===== src/rtl/ipic_map.vh =====
// Purpose: Field positions, shorthand codes and reset values of the
//          interprocessor interrupt command block.
// Assumes: 64-bit command register written as two 32-bit halves.
// Notes:   Included by the design files of the block.
`ifndef IPIC_MAP_VH
`define IPIC_MAP_VH
`define IPIC_VEC_LSB       0
`define IPIC_VEC_MSB       7
`define IPIC_DMODE_LSB     8
`define IPIC_DMODE_MSB     10
`define IPIC_DSTMODE_BIT   11
`define IPIC_STATUS_BIT    12
`define IPIC_LEVEL_BIT     14
`define IPIC_TRIG_BIT      15
`define IPIC_SH_LSB        18
`define IPIC_SH_MSB        19
`define IPIC_DEST_LSB      24
`define IPIC_DEST_MSB      31
`define IPIC_LOW_WMASK     32'h000CCFFF
`define IPIC_HIGH_WMASK    32'hFF000000
`define IPIC_LOW_RST       32'h00000000
`define IPIC_HIGH_RST      32'h00000000
`define IPIC_SH_NONE       2'h0
`define IPIC_SH_SELF       2'h1
`define IPIC_SH_ALL_INCL   2'h2
`define IPIC_SH_ALL_EXCL   2'h3
`define IPIC_DM_FIXED      3'h0
`define IPIC_DM_LOWEST     3'h1
`define IPIC_DM_INIT       3'h5
`define IPIC_DEST_ALL_NEW  8'hFF
`define IPIC_DEST_ALL_OLD  8'h0F
`define IPIC_DEST_OLD_MASK 8'h0F
`endif


===== src/rtl/ipic_top.v =====
// Purpose: Interprocessor interrupt command register and send handshake.
// Assumes: Software accesses the register as two 32-bit halves; the bus
//          interface accepts one message with a valid/ready handshake.
// Notes:   Newer or older generation handling is a strap input.
`timescale 1ns/1ps
`include "ipic_map.vh"
module ipic_top (
  input  wire        sys_clk_i,
  input  wire        rst_n_i,
  input  wire        clk_en_i,
  input  wire        newer_gen_i,
  input  wire        low_wr_i,
  input  wire        high_wr_i,
  input  wire [31:0] wdata_i,
  input  wire        deep_sleep_i,
  input  wire        bus_ready_i,
  output reg  [31:0] low_rdata_o,
  output reg  [31:0] high_rdata_o,
  output reg         busy_o,
  output reg         msg_valid_o,
  output reg  [7:0]  msg_vector_o,
  output reg  [2:0]  msg_dmode_o,
  output reg         msg_logical_o,
  output reg         msg_level_o,
  output reg         msg_trigger_o,
  output reg  [7:0]  msg_dest_o,
  output reg         msg_self_only_o,
  output reg         msg_excl_self_o,
  output reg         msg_may_return_o
);
  reg  [31:0] low_ff;
  reg  [31:0] high_ff;
  reg         pend_ff;
  reg  [31:0] nxt_low;
  reg         nxt_pend;
  wire [7:0]  c_vec;
  wire [2:0]  c_dm;
  wire        c_log;
  wire        c_lvl;
  wire        c_trg;
  wire [7:0]  c_dst;
  wire        c_self;
  wire        c_excl;
  wire        c_ret;
  wire        accept = msg_valid_o && bus_ready_i;

  // --------------------------------------------------------------------
  // Message composition
  // --------------------------------------------------------------------
  ipic_compose u_compose (
    .newer_gen_i      (newer_gen_i),
    .cmd_i            ({high_ff, nxt_low}),
    .msg_vector_o     (c_vec),
    .msg_dmode_o      (c_dm),
    .msg_logical_o    (c_log),
    .msg_level_o      (c_lvl),
    .msg_trigger_o    (c_trg),
    .msg_dest_o       (c_dst),
    .msg_self_only_o  (c_self),
    .msg_excl_self_o  (c_excl),
    .msg_may_return_o (c_ret)
  );

  // --------------------------------------------------------------------
  // Register update
  // --------------------------------------------------------------------
  always @* begin
    nxt_low = low_ff;
    if (deep_sleep_i)
      nxt_low = `IPIC_LOW_RST;
    if (low_wr_i)
      nxt_low = (low_ff & ~`IPIC_LOW_WMASK) |
                (wdata_i & `IPIC_LOW_WMASK);
    nxt_pend = pend_ff;
    if (accept)
      nxt_pend = 1'b0;
    // A new write while idle or at acceptance starts the next message.
    if (low_wr_i && (!pend_ff || accept))
      nxt_pend = 1'b1;
  end

  // A write to the lower half while a message is pending and not being accepted is stored but
  // not sent, so the message on the bus never changes mid-handshake.
  always @(posedge sys_clk_i or negedge rst_n_i) begin
    if (!rst_n_i) begin
      low_ff           <= `IPIC_LOW_RST;
      high_ff          <= `IPIC_HIGH_RST;
      pend_ff          <= 1'b0;
      busy_o           <= 1'b0;
      msg_valid_o      <= 1'b0;
      low_rdata_o      <= 32'h00000000;
      high_rdata_o     <= 32'h00000000;
      msg_vector_o     <= 8'h00;
      msg_dmode_o      <= 3'h0;
      msg_logical_o    <= 1'b0;
      msg_level_o      <= 1'b0;
      msg_trigger_o    <= 1'b0;
      msg_dest_o       <= 8'h00;
      msg_self_only_o  <= 1'b0;
      msg_excl_self_o  <= 1'b0;
      msg_may_return_o <= 1'b0;
    end else if (clk_en_i) begin
      low_ff  <= nxt_low;
      pend_ff <= nxt_pend;
      if (high_wr_i)
        high_ff <= wdata_i & `IPIC_HIGH_WMASK;
      busy_o      <= nxt_pend;
      msg_valid_o <= nxt_pend;
      low_rdata_o <= {nxt_low[31:`IPIC_STATUS_BIT+1], nxt_pend,
                      nxt_low[`IPIC_STATUS_BIT-1:0]};
      high_rdata_o <= high_wr_i ? (wdata_i & `IPIC_HIGH_WMASK) : high_ff;
      if (low_wr_i && (!pend_ff || accept)) begin
        msg_vector_o     <= c_vec;
        msg_dmode_o      <= c_dm;
        msg_logical_o    <= c_log;
        msg_level_o      <= c_lvl;
        msg_trigger_o    <= c_trg;
        msg_dest_o       <= c_dst;
        msg_self_only_o  <= c_self;
        msg_excl_self_o  <= c_excl;
        msg_may_return_o <= c_ret;
      end
    end
  end
endmodule


===== src/rtl/ipic_compose.v =====
// Purpose: Turns the stored command fields into the outgoing message.
// Assumes: Purely combinational, same clock domain as the caller.
// Notes:   The generation select picks older or newer field handling.
`timescale 1ns/1ps
`include "ipic_map.vh"
module ipic_compose (
  input  wire        newer_gen_i,
  input  wire [63:0] cmd_i,
  output reg  [7:0]  msg_vector_o,
  output reg  [2:0]  msg_dmode_o,
  output reg         msg_logical_o,
  output reg         msg_level_o,
  output reg         msg_trigger_o,
  output reg  [7:0]  msg_dest_o,
  output reg         msg_self_only_o,
  output reg         msg_excl_self_o,
  output reg         msg_may_return_o
);
  wire [1:0] sh    = cmd_i[`IPIC_SH_MSB:`IPIC_SH_LSB];
  wire [2:0] dmode = cmd_i[`IPIC_DMODE_MSB:`IPIC_DMODE_LSB];
  wire [7:0] dfld  = cmd_i[`IPIC_DEST_MSB+32:`IPIC_DEST_LSB+32];
  always @* begin
    msg_vector_o     = cmd_i[`IPIC_VEC_MSB:`IPIC_VEC_LSB];
    msg_dmode_o      = dmode;
    msg_self_only_o  = 1'b0;
    msg_excl_self_o  = 1'b0;
    msg_may_return_o = 1'b0;
    // Older parts honour level and trigger; trigger only for init de-assert.
    msg_level_o   = cmd_i[`IPIC_LEVEL_BIT];
    msg_trigger_o = (dmode == `IPIC_DM_INIT) && !cmd_i[`IPIC_LEVEL_BIT]
                    && cmd_i[`IPIC_TRIG_BIT];
    if (newer_gen_i) begin
      msg_level_o   = 1'b1;
      msg_trigger_o = 1'b0;
    end
    if (sh == `IPIC_SH_NONE) begin
      msg_logical_o = cmd_i[`IPIC_DSTMODE_BIT];
      if (msg_logical_o)
        msg_dest_o = dfld;
      else if (newer_gen_i)
        msg_dest_o = dfld;
      else
        msg_dest_o = dfld & `IPIC_DEST_OLD_MASK;
    end else begin
      // Destination field and mode are not consulted here.
      msg_logical_o = 1'b0;
      msg_dest_o = newer_gen_i ? `IPIC_DEST_ALL_NEW
                               : `IPIC_DEST_ALL_OLD;
      if (sh == `IPIC_SH_SELF)
        msg_self_only_o = 1'b1;
      if (sh == `IPIC_SH_ALL_EXCL) begin
        msg_excl_self_o  = 1'b1;
        msg_may_return_o = newer_gen_i &&
                           (dmode == `IPIC_DM_LOWEST);
      end
    end
  end
endmodule


===== config.mk =====
export PLATFORM = sky130hd
export DESIGN_NAME = ipic_top
export DESIGN_NICKNAME = d
export VERILOG_FILES = /design/src/rtl/ipic_top.v /design/src/rtl/ipic_compose.v
export VERILOG_INCLUDE_DIRS = /design/src /design/src/rtl
export SDC_FILE = /design/constraint.sdc
export NUM_CORES = 1
export LEC_CHECK = 0
export ABC_AREA = 0
export BUFFER_PORTS_ARGS = -buffer_cell sky130_fd_sc_hd__buf_4
export CORE_MARGIN = 3
export CORE_UTILIZATION = 48
export DETAILED_ROUTE_END_ITERATION = 10
export PLACE_DENSITY = 0.86
export SLEW_MARGIN = 40
export SYNTH_ARGS = -nofsm -noshare
export SYNTH_HDL_FRONTEND = slang
export SYNTH_SLANG_ARGS = --single-unit

===== constraint.sdc =====
create_clock -name sys_clk_i -period 3.5 [get_ports sys_clk_i]
set_input_delay 1.05 -clock sys_clk_i [delete_from_list [all_inputs] [get_ports sys_clk_i]]
set_output_delay 1.05 -clock sys_clk_i [all_outputs]
set_load 0.1 [all_outputs]

Yosys cells after proc, flatten, opt, wreduce, memory -nomap -nowiden

Index checks and enable logic that the tools add are counted.

Mux-type cells: 17
Equal/unequal tests: 4
Reductions and logical operators: 13
Bitwise gates (word level): 1

Operator list:

| cell                 | count |
|---|---|
| $mux W32             | 2 |
| $mux W8              | 4 |
| $or A32 B20 Y32      | 1 |
| $mux W1              | 11 |
| $reduce_and A2 Y1    | 3 |
| $logic_and A1 B1 Y1  | 5 |
| $eq A3 B1 Y1 const B | 1 |
| $eq A3 B3 Y1 const B | 1 |
| $eq A2 B1 Y1 const B | 1 |
| $eq A2 B2 Y1 const B | 1 |
| $logic_not A1 Y1     | 2 |
| $logic_not A2 Y1     | 1 |
| $reduce_bool A2 Y1   | 1 |
| $logic_or A1 B1 Y1   | 1 |

Logic and storage cells: 49
Output and inout bits: 91
Input bits: 40
Register bits: 98

Logic depth before layout (Yosys ltp)

Word-level depth: 6
Gate-level depth with buffers: 5
Depth with buffers taken out: 3

Hierarchy

From an unflattened synthesis, not the netlist that was laid out.

Cells, all modules: 276
Area, all modules: 3285.7 um^2

Modules (own cells, without submodules):

| module       | cells an instance | area each (um^2) | instances |
|---|---|---|---|
| ipic_top     | 241               | 3060.4           | 1 |
| ipic_compose | 35                | 225.2            | 1 |

Least setup slack after synthesis

No wires, ideal clock.

Path type: register to output
From: register low_rdata_o[12]
To: output low_rdata_o[12]
Setup slack: 1.065 ns
Stages on the path, launching flop included: 2
Required time: 2.450 ns
Data arrival time: 1.385 ns
Cell sequence: dfrtp_1 > buf_4

RTL lines:

| element                  | line           | source |
|---|---|---|
| start: declaration       | ipic_top.v:17  | `output reg [31:0] low_rdata_o,` |
| start signal: assignment | ipic_top.v:109 | `` low_rdata_o <= {nxt_low[31:`IPIC_STATUS_BIT+1], nxt_pend, `` |

No word-level cell between the ends.

Worst setup path after layout

From: input low_wr_i
To: register msg_dmode_o[2]

Word-level cells in the longest chain between the ends: 2

RTL lines:

| element                     | line           | source |
|---|---|---|
| start: declaration          | ipic_top.v:12  | `input wire low_wr_i,` |
| $logic_and A1 B1 Y1         | ipic_top.v:112 | `if (low_wr_i && (!pend_ff \|\| accept)) begin` |
| $reduce_and A2 Y1 (no line) | n/a            |  |
| end signal: assignment      | ipic_top.v:114 | `msg_dmode_o <= c_dm;` |
| end: declaration            | ipic_top.v:22  | `output reg [2:0] msg_dmode_o,` |

Several ways; a longest one is shown, not always the timed one.
A chain may end at the register's enable or synchronous reset.

==> flow_summary.yaml <==
outcome:
  status: "complete, no violations"
placement:
  gp_congestion: 0.748
  io_buffers: 83
  place_hpwl_um: 4120
  post-place-cells: 344
detailed_routing:
  drtIter0Drc: 121
  drcViolationCount: 0
  wl_per_cell_um: 15.9
  wl_um: 5590
  detail-route-antenna-nets: 0
  dr.pass1.iters: 4
  viasPerCell: 5.11
  vias: 1800
cts:
  cts_tree: "built"
  htree_levels: 2
  post_cts_buffers: 0
  ctsResizeCount: 0
  cts_root_buffer: "clkbuf_8"
  clkTransAtPathRegs_ns: 0.08
  clk_latency_ns: 0.30
  holdBufCountCts: 0
  clk_path_buf_depth: 2
  clock-sinks: 50
  cts_buffers: 5
critical_path:
  path_cells: "buf_4 -> nand2_2 -> nor2_2 -> mux2_2"
  cpMaxStageDelayCell: "nor2_2"
  r2r_start: "low_rdata_o[12]$_DFFE_PN0P_"
  path_max_fanout: 18
  critPathKind: "input port to flip-flop"
  startpoint_type: "input port"
  critPathTopFamily: "simple AND/OR/NAND/NOR gates"
  critical_path_required_ns: 3.69
  path_buf_inv: 1
  endpoint_kind: "flip-flop"
  crit_arrival_ns: 2.44
  cp-startpoint: "low_wr_i"
  slowest_delay_ns: 0.55
floorplan:
  initial_core_util: 0.509
  die_w_um: 77.7
  dieHeight_um: 77.7
  rows: 25
  num_io_pins: 131
  die-area_um2: 6030
  coreArea_um2: 4850
global_route:
  gr-total-overflow: 0
  met1_usage: 0.247
  antenna_found_initial: 0
  busiest_layer: "met2"
  grt_max_degree: 51
  grt_pass1_wl_um: 9230
  grt.total_usage: 0.193
  grt_pass1_vias: 1833
  globalRouteMet3Util: 0.0592
  use_met2: 0.305
synthesis:
  yosys_warnings: 0
  synth-async-reset-ratio: 1.00
  netlist_instances: 206
  post_synth.cell_area_avg_um2: 12.0
  synth-seq-cells: 50
  synth-main-ff-cell: "dfrtp_1"
  synthesis.area_um2: 2470
  ys_seq_area_frac: 0.507
  synth_edf_count: 0
  ys_types: 39
power_and_ir_drop:
  ir_drop_v: 0.000428
  power.density_nw_per_um2: 749
  finalPower_w: 0.00227
  power.leakage_nw: 1.50
timing:
  finalCriticalPeriod_ns: 2.25
  setup_tns_ns: 0
  whs_ns: 0.502
  setup_viol_count_final: 0
  rsz0062_at_grt: "false"
  hold_violations: 0
  relSlewSlack: 0.550
  skew_ns: 0.00567
  max_freq_mhz: 445
  report.final.slew_viol_count: 0
  min_period_over_period: 0.642
  tightest_slew_ns: 0.675
hold_path:
  min-delay-start: "msg_level_o$_DFFE_PN0P_"
  hp-class: "flip-flop to flip-flop"
finish:
  final_common_cell: "buf_4"
  synthToLayoutAreaGrowth_pct: 22.8
  nets: 324
  num_antenna_cells: 0
  post-route-util: 0.625
  final_cell_mix: "buf_4, dfrtp_1, conb_1"
  instances_no_fill: 352
  drive_gt1_frac: 0.418
flow_run:
  maxCapViolCount: 0
## worst register-to-register path: cells and delay by family, from the launching register on
kind / cells / cell delay [ns]
flops: 1 / 0.45
mux: 1 / 0.40
simple gates: 2 / 0.91
## stage by stage
| stage | worst slack (ns) | instance area [um2] |
|---|---|---|
| after floorplan | 1.07 | 2610 |
| after global placement | 0.768 | 2930 |
| after detailed placement | 0.720 | 2930 |
| after CTS | 1.05 | 3030 |
| after global routing | 1.18 | 3030 |
| final | 1.25 | 3030 |
## power breakdown
part | internal [W] | switching (W) | leakage (nW) | total, W
sequential | 0.000663 | 0.0000589 | 0.604 | 0.000722
clock | 0.000159 | 0.000191 | 0.0472 | 0.000350
combinational | 0.000219 | 0.000977 | 0.849 | 0.00120
total | 0.00104 | 0.00123 | 1.50 | 0.00227
## synthesized netlist by cell type, types with 2 or more instances
| cell type | n | area (um2) |
|---|---|---|
| buf_2 | 2 | 10.0 |
| o21ai_0 | 11 | 55.1 |
| nor3_1 | 9 | 45.0 |
| a221oi_1 | 4 | 35.0 |
| o31ai_1 | 2 | 15.0 |
| mux2_4 | 6 | 90.1 |
| nand2_2 | 2 | 12.5 |
| a22o_1 | 13 | 114 |
| clkbuf_1 | 2 | 7.51 |
| a31oi_1 | 2 | 12.5 |
| mux2_2 | 13 | 146 |
| dfrtp_1 | 50 | 1250 |
| a2bb2oi_1 | 4 | 35.0 |
| nor2_1 | 4 | 15.0 |
| a21oi_1 | 7 | 35.0 |
| nand2b_1 | 3 | 18.8 |
| nand2_1 | 4 | 15.0 |
| a21o_1 | 2 | 15.0 |
| o21a_1 | 2 | 15.0 |
| buf_4 | 42 | 315 |
| buf_6 | 4 | 45.0 |
## metal layers
| layer | routed length, um | share of wire | up-vias |
|---|---|---|---|
| met5 | 0 | 0 | - |
| met1 | 2290 | 0.41 | 871 |
| met2 | 2630 | 0.47 | 102 |
| met3 | 582 | 0.10 | 12 |
| li1 | - | - | 815 |
| met4 | 83 | 0.015 | 0 |
## registers in the layout, summed over array words and instances (netlist names)
signal / flops
msg_level_o: 1
msg_self_only_o: 1
msg_trigger_o: 1
msg_excl_self_o: 1
msg_dmode_o: 3
high_ff: 8
msg_logical_o: 1
msg_dest_o: 8
msg_may_return_o: 1
msg_vector_o: 8
low_rdata_o: 17
## cells by family (layout without fill, tap and decap cells)
group                  after synthesis  count (layout)  synth area share
multiplexers                        20              20             0.100
other                                1              39           0.00152
AND/OR/NAND/NOR                     32              32            0.0802
buffers and inverters               52              93             0.161
flip-flops                          50              50             0.507
AO/OA/AOI/OAI                       51              51             0.150
## worst paths after layout
kind                                              end  slack [ns]  depth (start not counted)
max                        msg_dmode_o[2]$_DFFE_PN0P_        1.25                          4
min                           msg_level_o$_DFFE_PN0P_        0.50                          1
max reg2reg                msg_dmode_o[2]$_DFFE_PN0P_        1.62                          3
min reg2reg                   msg_level_o$_DFFE_PN0P_        0.50                          1
max in group asynchronous     msg_level_o$_DFFE_PN0P_        2.33                          1
min in group asynchronous  low_rdata_o[1]$_DFFE_PN0P_        0.75                          1
## layout make-up
type	count	area [um2]
clock buffers	6	82.6
clock inverters	2	12.5
fillers	402	1820
inverters	1	3.75
multi-input cells	142	963
flip-flops and latches	50	1250
well taps	67	83.8
repair buffers	84	631
No activity file was read; power rests on OpenSTA's default activity.
